**config.mk**
```make
export PLATFORM = sky130hd
export DESIGN_NAME = bcd_time_date_counter
export DESIGN_NICKNAME = d
export VERILOG_FILES = /design/src/rtl/rtc_calendar_pkg.sv /design/src/rtl/bcd_time_date_counter.sv
export SDC_FILE = /design/constraint.sdc
export NUM_CORES = 1
export LEC_CHECK = 0
export BUFFER_PORTS_ARGS = -buffer_cell sky130_fd_sc_hd__buf_2
export CELL_PAD_IN_SITES_DETAIL_PLACEMENT = 0
export CELL_PAD_IN_SITES_GLOBAL_PLACEMENT = 1
export CORE_MARGIN = 2
export CORE_UTILIZATION = 26
export CTS_CLUSTER_SIZE = 24
export DETAILED_ROUTE_END_ITERATION = 7
export GPL_ROUTABILITY_DRIVEN = 0
export PLACE_DENSITY_LB_ADDON = 0.1
export SETUP_SLACK_MARGIN = 0.02
export SYNTH_ARGS = -nofsm -noshare
export SYNTH_HDL_FRONTEND = slang
export SYNTH_SLANG_ARGS = --single-unit
export TNS_END_PERCENT = 100
```
**constraint.sdc**
```tcl
create_clock -name mclk -period 3.9 [get_ports mclk]
set_input_delay 0 -clock mclk [delete_from_list [all_inputs] [get_ports mclk]]
set_output_delay 0 -clock mclk [all_outputs]
set_load 0.05 [all_outputs]
```
**src/rtl/rtc_calendar_pkg.sv**
```systemverilog
// Constants, types and register map for the BCD time and date counter
package rtc_calendar_pkg;

   // ****************************************
   // Register map
   // ****************************************
   localparam logic [7:0] ADDR_CONTROL_1    = 8'h00;
   localparam logic [7:0] ADDR_SECONDS      = 8'h02;
   localparam logic [7:0] ADDR_MINUTES      = 8'h03;
   localparam logic [7:0] ADDR_HOURS        = 8'h04;
   localparam logic [7:0] ADDR_DAY_OF_MONTH = 8'h05;
   localparam logic [7:0] ADDR_WEEKDAY      = 8'h06;
   localparam logic [7:0] ADDR_MONTH        = 8'h07;
   localparam logic [7:0] ADDR_YEAR         = 8'h08;

   // ****************************************
   // Field positions and masks
   // ****************************************
   localparam int         CTRL_STOP_BIT    = 5;
   localparam int         CTRL_HOUR12_BIT  = 2;
   localparam int         SEC_FLAG_BIT     = 7;
   localparam int         HOUR_PM_BIT      = 5;
   localparam logic [7:0] CTRL_MASK        = 8'h24;
   localparam logic [7:0] MASK_SEVEN       = 8'h7f;
   localparam logic [7:0] MASK_SIX         = 8'h3f;
   localparam logic [7:0] MASK_FIVE        = 8'h1f;
   localparam logic [7:0] MASK_THREE       = 8'h07;
   localparam logic [7:0] CTRL_RESET       = 8'h00;

   // ****************************************
   // BCD limits
   // ****************************************
   localparam logic [7:0] BCD_ZERO   = 8'h00;
   localparam logic [7:0] BCD_ONE    = 8'h01;
   localparam logic [7:0] BCD_59     = 8'h59;
   localparam logic [7:0] BCD_23     = 8'h23;
   localparam logic [7:0] BCD_11     = 8'h11;
   localparam logic [7:0] BCD_12     = 8'h12;
   localparam logic [7:0] BCD_99     = 8'h99;
   localparam logic [7:0] BCD_28     = 8'h28;
   localparam logic [7:0] BCD_29     = 8'h29;
   localparam logic [7:0] BCD_30     = 8'h30;
   localparam logic [7:0] BCD_31     = 8'h31;
   localparam logic [7:0] MONTH_FEB  = 8'h02;
   localparam logic [7:0] MONTH_APR  = 8'h04;
   localparam logic [7:0] MONTH_JUN  = 8'h06;
   localparam logic [7:0] MONTH_SEP  = 8'h09;
   localparam logic [7:0] MONTH_NOV  = 8'h11;
   localparam logic [2:0] WDAY_LAST  = 3'h6;
   localparam logic [3:0] NIBBLE_9   = 4'h9;

   // ****************************************
   // Timing
   // ****************************************
   localparam int CLK_HZ      = 100_000_000;
   localparam int TICK_HZ     = 1;
   localparam int TICK_CYCLES = CLK_HZ / TICK_HZ;
   localparam int DIV_W       = 27;
   localparam logic [DIV_W-1:0] DIV_ONE = 27'h0000001;

   // ****************************************
   // Carriers
   // ****************************************
   typedef struct packed {
      logic       wr_en;
      logic       rd_en;
      logic [7:0] addr;
      logic [7:0] wdata;
   } reg_req_t;

   typedef struct packed {
      logic [7:0] sec;
      logic [7:0] min;
      logic [7:0] hour;
      logic [7:0] day;
      logic [7:0] wday;
      logic [7:0] month;
      logic [7:0] year;
   } time_date_t;

   typedef enum logic [1:0] {
      TK_IDLE  = 2'b00,
      TK_COUNT = 2'b01,
      TK_STOP  = 2'b11
   } tick_state_t;

endpackage

```
**src/rtl/bcd_time_date_counter.sv**
```systemverilog
// BCD time and calendar counter chain with its register file
`timescale 1ns/1ps
module bcd_time_date_counter
   import rtc_calendar_pkg::*;
#(
   parameter int TICK_DIV = TICK_CYCLES
)
(
   input  wire logic       mclk,
   input  wire logic       nrst,
   input  wire reg_req_t   req,
   output logic [7:0]      rdata,
   output logic            rvalid,
   output logic            stopped,
   output logic            second_tick
);

   // ****************************************
   // Helpers
   // ****************************************
   function automatic logic [7:0] bcd_inc(input logic [7:0] v);
      logic [7:0] r;
      r = v;
      if (v[3:0] >= NIBBLE_9)
      begin
         r[3:0] = 4'h0;
         r[7:4] = v[7:4] + 4'h1;
      end
      else
      begin
         r[3:0] = v[3:0] + 4'h1;
      end
      return r;
   endfunction

   function automatic logic hit(input reg_req_t q, input logic [7:0] a);
      return q.wr_en && (q.addr == a);
   endfunction

   // ****************************************
   // State
   // ****************************************
   logic [7:0]       ctrl_ff;
   logic             flag_ff;
   time_date_t       td_ff;
   time_date_t       nxt_td;
   logic [DIV_W-1:0] div_ff;
   logic [DIV_W-1:0] nxt_div;
   tick_state_t      tk_ff;
   tick_state_t      nxt_tk;
   logic             tick_ff;
   logic [7:0]       rdata_ff;
   logic             rvalid_ff;
   logic             stopped_ff;

   wire  stop_w   = ctrl_ff[CTRL_STOP_BIT];
   wire  mode12_w = ctrl_ff[CTRL_HOUR12_BIT];

   // ****************************************
   // Seconds tick divider
   // ****************************************
   wire div_end_w = (div_ff >= DIV_W'(TICK_DIV - 1));
   always_comb
   begin
      nxt_tk  = tk_ff;
      nxt_div = div_ff;
      case (tk_ff)
         TK_IDLE:
         begin
            nxt_div = '0;
            nxt_tk  = stop_w ? TK_STOP : TK_COUNT;
         end
         TK_COUNT:
         begin
            if (stop_w)
            begin
               nxt_div = '0;
               nxt_tk  = TK_STOP;
            end
            else
               nxt_div = div_end_w ? '0 : div_ff + DIV_ONE;
         end
         TK_STOP:
         begin
            nxt_div = '0;
            if (!stop_w)
               nxt_tk = TK_COUNT;
         end
         default:
         begin
            nxt_div = '0;
            nxt_tk  = TK_IDLE;
         end
      endcase
   end
   wire tick_w = (tk_ff == TK_COUNT) && !stop_w && div_end_w;

   // ****************************************
   // Carry chain
   // ****************************************
   wire leap_w   = (td_ff.year[0] == 1'b0) && (td_ff.year[1] == td_ff.year[4]);
   wire is_feb_w = (td_ff.month == MONTH_FEB);
   wire is30_w   = (td_ff.month == MONTH_APR) || (td_ff.month == MONTH_JUN) ||
                   (td_ff.month == MONTH_SEP) || (td_ff.month == MONTH_NOV);
   wire [7:0] mlen_w = is_feb_w ? (leap_w ? BCD_29 : BCD_28) : (is30_w ? BCD_30 : BCD_31);

   wire sec_wrap_w  = (td_ff.sec[6:0] >= BCD_59[6:0]);
   wire min_wrap_w  = (td_ff.min >= BCD_59);
   wire [4:0] h12_w = td_ff.hour[4:0];
   wire pm_w        = td_ff.hour[HOUR_PM_BIT];
   wire [7:0] h12_inc_w = bcd_inc({3'b000, h12_w});
   wire hour_wrap_w = mode12_w ? (pm_w && h12_w == BCD_11[4:0])
                               : (td_ff.hour[5:0] >= BCD_23[5:0]);
   wire day_wrap_w  = (td_ff.day >= mlen_w);
   wire mon_wrap_w  = (td_ff.month >= BCD_12);

   wire c_min_w  = tick_w && sec_wrap_w;
   wire c_hour_w = c_min_w && min_wrap_w;
   wire c_day_w  = c_hour_w && hour_wrap_w;
   wire c_mon_w  = c_day_w && day_wrap_w;
   wire c_year_w = c_mon_w && mon_wrap_w;

   logic [7:0] hour_inc;
   always_comb
   begin
      hour_inc = td_ff.hour;
      if (mode12_w)
      begin
         if (h12_w == BCD_12[4:0])
            hour_inc = {2'b00, pm_w, BCD_ONE[4:0]};
         else if (h12_w == BCD_11[4:0])
            hour_inc = {2'b00, ~pm_w, BCD_12[4:0]};
         else
            hour_inc = {2'b00, pm_w, h12_inc_w[4:0]};
      end
      else
         hour_inc = hour_wrap_w ? BCD_ZERO : bcd_inc(td_ff.hour);
   end

   always_comb
   begin
      nxt_td = td_ff;
      if (tick_w)
         nxt_td.sec = sec_wrap_w ? BCD_ZERO : bcd_inc(td_ff.sec & MASK_SEVEN);
      if (c_min_w)
         nxt_td.min = min_wrap_w ? BCD_ZERO : bcd_inc(td_ff.min);
      if (c_hour_w)
         nxt_td.hour = hour_inc;
      if (c_day_w)
      begin
         nxt_td.day  = day_wrap_w ? BCD_ONE : bcd_inc(td_ff.day);
         nxt_td.wday = (td_ff.wday[2:0] >= WDAY_LAST) ? BCD_ZERO
                                                      : {5'b0, td_ff.wday[2:0] + 3'h1};
      end
      if (c_mon_w)
         nxt_td.month = mon_wrap_w ? BCD_ONE : bcd_inc(td_ff.month);
      if (c_year_w)
         nxt_td.year = (td_ff.year >= BCD_99) ? BCD_ZERO : bcd_inc(td_ff.year);
      // Software writes win over the count in the same cycle
      if (hit(req, ADDR_SECONDS))
         nxt_td.sec = {1'b0, req.wdata[6:0]};
      if (hit(req, ADDR_MINUTES))
         nxt_td.min = req.wdata & MASK_SEVEN;
      if (hit(req, ADDR_HOURS))
         nxt_td.hour = req.wdata & MASK_SIX;
      if (hit(req, ADDR_DAY_OF_MONTH))
         nxt_td.day = req.wdata & MASK_SIX;
      if (hit(req, ADDR_WEEKDAY))
         nxt_td.wday = req.wdata & MASK_THREE;
      if (hit(req, ADDR_MONTH))
         nxt_td.month = req.wdata & MASK_FIVE;
      if (hit(req, ADDR_YEAR))
         nxt_td.year = req.wdata;
   end

   // ****************************************
   // Read data
   // ****************************************
   logic [7:0] rd_mux;
   always_comb
   begin
      case (req.addr)
         ADDR_CONTROL_1:    rd_mux = ctrl_ff;
         ADDR_SECONDS:      rd_mux = {flag_ff, td_ff.sec[6:0]};
         ADDR_MINUTES:      rd_mux = td_ff.min & MASK_SEVEN;
         ADDR_HOURS:        rd_mux = td_ff.hour & MASK_SIX;
         ADDR_DAY_OF_MONTH: rd_mux = td_ff.day & MASK_SIX;
         ADDR_WEEKDAY:      rd_mux = td_ff.wday & MASK_THREE;
         ADDR_MONTH:        rd_mux = td_ff.month & MASK_FIVE;
         ADDR_YEAR:         rd_mux = td_ff.year;
         default:           rd_mux = BCD_ZERO;
      endcase
   end

   // ****************************************
   // Flip-flops
   // ****************************************
   // Flag only clears by software write of zero; reset is the only setter
   wire nxt_flag = hit(req, ADDR_SECONDS) ? (flag_ff & req.wdata[SEC_FLAG_BIT]) : flag_ff;

   always_ff @(posedge mclk or negedge nrst)
   begin
      if (!nrst)
      begin
         ctrl_ff   <= CTRL_RESET;
         flag_ff   <= 1'b1;
         td_ff     <= '0;
         div_ff    <= '0;
         tk_ff     <= TK_IDLE;
         tick_ff   <= 1'b0;
         rdata_ff  <= BCD_ZERO;
         rvalid_ff <= 1'b0;
         stopped_ff <= 1'b0;
      end
      else
      begin
         if (hit(req, ADDR_CONTROL_1))
            ctrl_ff <= req.wdata & CTRL_MASK;
         flag_ff   <= nxt_flag;
         td_ff     <= nxt_td;
         div_ff    <= nxt_div;
         tk_ff     <= nxt_tk;
         tick_ff   <= tick_w;
         rdata_ff  <= req.rd_en ? rd_mux : rdata_ff;
         rvalid_ff <= req.rd_en;
         // Follows the state register edge for edge, but from a flop
         stopped_ff <= (nxt_tk == TK_STOP);
      end
   end

   assign rdata       = rdata_ff;
   assign rvalid      = rvalid_ff;
   assign stopped     = stopped_ff;
   assign second_tick = tick_ff;

endmodule

```
==> impl_metrics.prom <==
# TYPE chip_impl_metric gauge
chip_impl_info{name="outcome",value="finished clean"} 1
chip_impl_metric{name="design.core.area",unit="µm²"} 21760
chip_impl_metric{name="slew_headroom",unit="%"} 38.02
chip_impl_metric{name="global_route_wire_length_before_repair",unit="mm"} 29.21
chip_impl_info{name="ys_top_cells_by_count",value="sky130_fd_sc_hd__dfrtp_1 (90), sky130_fd_sc_hd__nor2_1 (89), sky130_fd_sc_hd__nand2_1 (73), sky130_fd_sc_hd__inv_1 (39), sky130_fd_sc_hd__ha_1 (38)"} 1
chip_impl_metric{name="synth.ff_latch_count",unit=""} 91
chip_impl_metric{name="grt_pass1_vias",unit=""} 4994
chip_impl_metric{name="synth_enable_flop_cells",unit=""} 0
chip_impl_metric{name="ctsHtreeMaxLevel",unit=""} 3
chip_impl_info{name="cp_slowest_cell",value="sky130_fd_sc_hd__or4b_1"} 1
chip_impl_info{name="tritoncts_clock_tree",value="yes"} 1
chip_impl_info{name="crit_path_frequent_cell",value="sky130_fd_sc_hd__ha_1"} 1
chip_impl_metric{name="synth.cell_area",unit="µm²"} 5742
chip_impl_metric{name="synth.net_count",unit=""} 714
chip_impl_info{name="critical_path_class",value="reg2reg"} 1
chip_impl_metric{name="finalCoreUtilization",unit="%"} 30.39
chip_impl_metric{name="synthToLayoutAreaGrowth",unit="%"} 15.14
chip_impl_metric{name="internal-power",unit="mW"} 1.623
chip_impl_metric{name="number_of_antenna_cells_inserted",unit=""} 0
chip_impl_metric{name="placement_rows",unit=""} 54
chip_impl_metric{name="post_cts_buffers",unit=""} 0
chip_impl_metric{name="groute.usage.overall",unit="%"} 16.09
chip_impl_metric{name="synth_area_per_cell",unit="µm²"} 8.753
chip_impl_metric{name="numCtsBuffers",unit=""} 9
chip_impl_metric{name="nNetsFinal",unit=""} 756
chip_impl_metric{name="sequential_cell_fraction_of_total_power",unit="%"} 47.8
chip_impl_metric{name="drt_pass1_iterations",unit=""} 8
chip_impl_metric{name="final.setup.tns",unit="ns"} 0
chip_impl_metric{name="routed_wire_length_per_instance",unit="µm"} 18.48
chip_impl_info{name="post-synth-top-area-cell",value="sky130_fd_sc_hd__dfrtp_1"} 1
chip_impl_metric{name="layout_worst_path_cycle_share",unit="%"} 89.41
chip_impl_metric{name="floorplan.io_pins",unit=""} 31
chip_impl_metric{name="worst-endpoint-arrival",unit="ns"} 3.77
chip_impl_info{name="critPathTopFamily",value="simple AND/OR/NAND/NOR gates"} 1
chip_impl_metric{name="critical_path_buf_inv_count",unit=""} 1
chip_impl_metric{name="synthCells",unit=""} 656
chip_impl_metric{name="clock.fmax",unit="MHz"} 286.8
chip_impl_info{name="worst_hold_path_type",value="in2reg"} 1
chip_impl_metric{name="totalPowerFinal",unit="mW"} 2.258
chip_impl_metric{name="design.die.area",unit="µm²"} 23290
chip_impl_metric{name="drt_drc_violations_left",unit=""} 0
chip_impl_metric{name="finalHoldWorstSlack",unit="ns"} 0.03253
chip_impl_metric{name="dr_total_vias",unit=""} 5036
chip_impl_metric{name="tritoncts_num_sinks",unit=""} 91
chip_impl_metric{name="async_flop_share",unit="%"} 100.0
chip_impl_info{name="buffer_cell_driving_the_clock_tree_root",value="sky130_fd_sc_hd__clkbuf_16"} 1
chip_impl_info{name="critical_path.startpoint_type",value="flop"} 1
chip_impl_metric{name="timing.critical_path.slowest_cell_delay",unit="ns"} 0.46
chip_impl_metric{name="final-setup-viol-count",unit=""} 0
chip_impl_metric{name="fp.dieH",unit="µm"} 152.6
chip_impl_metric{name="antenna_violations_before_repair",unit=""} 0
chip_impl_metric{name="final_max_slew_viol_count",unit=""} 0
chip_impl_metric{name="critPathRequiredTime",unit="ns"} 4.18
chip_impl_metric{name="ys_warn_count",unit=""} 0
chip_impl_metric{name="finalWorstPathRequiredPeriod",unit="ns"} 3.487
chip_impl_info{name="synthTopCellsByArea",value="sky130_fd_sc_hd__dfrtp_1 (39%), sky130_fd_sc_hd__ha_1 (8.3%), sky130_fd_sc_hd__nor2_1 (5.8%)"} 1
chip_impl_metric{name="maxcap_viol_count",unit=""} 0
chip_impl_metric{name="hpwl",unit="mm"} 13.07
chip_impl_metric{name="power.switching",unit="µW"} 635.1
chip_impl_metric{name="antenna_left",unit=""} 0
chip_impl_metric{name="synth_cell_types",unit=""} 66
chip_impl_metric{name="clockBufferDepth",unit=""} 2
chip_impl_metric{name="post_route_cells_drive_above_1_share",unit="%"} 11.81
chip_impl_metric{name="power-per-cell-area",unit="nW/µm²"} 341.6
chip_impl_metric{name="grt_remaining_overflow",unit=""} 0
chip_impl_metric{name="cts.clk_slew.worst_paths",unit="ns"} 0.07
chip_impl_metric{name="power_frac_clock",unit="%"} 40.1
chip_impl_metric{name="clock_latency_at_the_later_pin_of_the_worst_skew_pair",unit="ns"} 0.35
chip_impl_metric{name="post_drt_via_cell_ratio",unit=""} 5.123
chip_impl_metric{name="power_switching_share",unit="%"} 28.12
chip_impl_metric{name="grt_max_degree",unit=""} 62
chip_impl_metric{name="seq_area_frac_synth",unit="%"} 39.68
chip_impl_metric{name="die_x",unit="µm"} 152.6
chip_impl_info{name="post-synth-top-count-cell",value="sky130_fd_sc_hd__dfrtp_1"} 1
chip_impl_metric{name="vdd_ir_drop_max",unit="V"} 0.0001906
chip_impl_metric{name="wirelength",unit="mm"} 18.17
chip_impl_metric{name="power.static_leakage",unit="nW"} 2.865
chip_impl_info{name="worstPathCellList",value="inv_1, ha_1, nor2b_1, nand4b_1, o31ai_1, ha_1, or4b_1, a21oi_1, o211ai_1, nand3_1, mux2_2, nor2_1"} 1
chip_impl_info{name="ys_dominant_reg_cell",value="sky130_fd_sc_hd__dfrtp_1"} 1
chip_impl_info{name="worstSetupEndpointType",value="flop"} 1
chip_impl_metric{name="finalHoldViolCount",unit=""} 0
chip_impl_metric{name="power_frac_comb",unit="%"} 12.1
chip_impl_metric{name="dr.first_iter.drc_count",unit=""} 321
chip_impl_metric{name="worstPathMaxFanout",unit=""} 13
chip_impl_metric{name="worst_clk_skew",unit="ns"} 0.009188
chip_impl_metric{name="worst_slew_pin_slew",unit="ns"} 0.9220
chip_impl_info{name="rsz0062_at_grt",value="false"} 1
chip_impl_metric{name="yosysTopAreaCellShare",unit="%"} 39.22
chip_impl_metric{name="count_of_buffers_inserted_at_the_top_level_ports",unit=""} 30
chip_impl_metric{name="initial_utilization",unit="%"} 26.39
==> registers in the layout (all words and copies together), names as in the netlist <==
register,cells
flag_ff,1
stopped,1
second_tick,1
td_ff,42
rdata,8
h12_w,5
rvalid,1
div_ff,27
tk_ff,2
ctrl_ff,2
pm_w,1
==> logic make-up after synthesis <==
kind of cell               count (synthesis)  share of synthesized area, %
AOI/OAI and AO/OA                        156                         18.63
and+or+nand+nor                          276                         23.36
adders and majority gates                 38                         8.281
DFF                                       91                         39.68
muxes                                     13                         2.397
buffers and inverters                     58                         3.988
xor gates and xnor gates                  24                         3.661
==> power groups by stage <==
stage	clock network [mW]	registers (mW)	logic, mW
floorplan	0	1.07	0.180
global placement	0	1.10	0.271
detailed placement	0	1.10	0.273
CTS	0.939	1.08	0.278
global route	0.978	1.09	0.318
finish	0.906	1.08	0.272
==> per-layer routing <==
metal / vias to the layer above / global-route usage (%) / wire length [µm]
met3: 21 / 2.901 / 664
met1: 2472 / 23.39 / 9189
met5: - / 0 / 0
li1: 2460 / - / -
met4: 0 / 4.718 / 282
met2: 83 / 24.36 / 8034
==> cell type report <==
type,count,area (µm²)
Multi-Input combinational cell,507,3234
Fill cell,2316,15140
Inverter,39,146.4
Timing Repair Buffer,50,310.3
Clock inverter,2,37.54
Sequential cell,91,2278
Tap cell,280,350.3
Clock buffer,14,254.0
==> worst register-to-register path, delay by kind of cell, from the launching register on <==
family	cells	cell delay, ns
DFF	1	0.45
buffers and inverters	1	0.11
AOI/OAI and AO/OA	3	0.71
and+or+nand+nor	5	1.34
adders and majority gates	2	0.43
muxes	1	0.39
==> per-stage QoR <==
stage	setup WS [ns]	instance area, µm²	instances
global placement	0.4796	6290	964
floorplan	0.7287	5742	656
finish	0.4131	6611	983
global route	0.04129	6611	983
CTS	0.3736	6611	983
detailed placement	0.4134	6290	964
==> final timing paths <==
path / startpoint / end / slack [ns] / cells past startpoint
setup / recovery: td_ff[12] / td_ff[13] / 0.41 / 12
hold / removal: req[6] / td_ff[46] / 0.03 / 2
setup reg to reg: td_ff[12] / td_ff[13] / 0.41 / 12
hold reg to reg: tk_ff[1] / tk_ff[0] / 0.47 / 1
max in group asynchronous: nrst / td_ff[8] / 2.64 / 3
min in group asynchronous: nrst / div_ff[22] / 0.29 / 2
==> cell usage in the layout, fill, tap and decap left out, types with 11 or more instances in the layout <==
master,instances
sky130_fd_sc_hd__dfrtp_1,90
sky130_fd_sc_hd__nor2_1,89
sky130_fd_sc_hd__nand2_1,73
sky130_fd_sc_hd__inv_1,39
sky130_fd_sc_hd__ha_1,38
sky130_fd_sc_hd__o21ai_0,36
sky130_fd_sc_hd__buf_2,29
sky130_fd_sc_hd__nand3_1,24
sky130_fd_sc_hd__a31oi_1,22
sky130_fd_sc_hd__a21oi_1,20
sky130_fd_sc_hd__buf_4,18
sky130_fd_sc_hd__xor2_1,13
sky130_fd_sc_hd__and3_1,11
sky130_fd_sc_hd__xnor2_1,11
==> timing repair <==
item,4_1_cts,5_1_grt
hold buffers,3,0
setup endpoints to repair,0,0
resized for setup,0,0
endpoints found under the hold margin,64,0
Power figures use the tool's default switching activity.
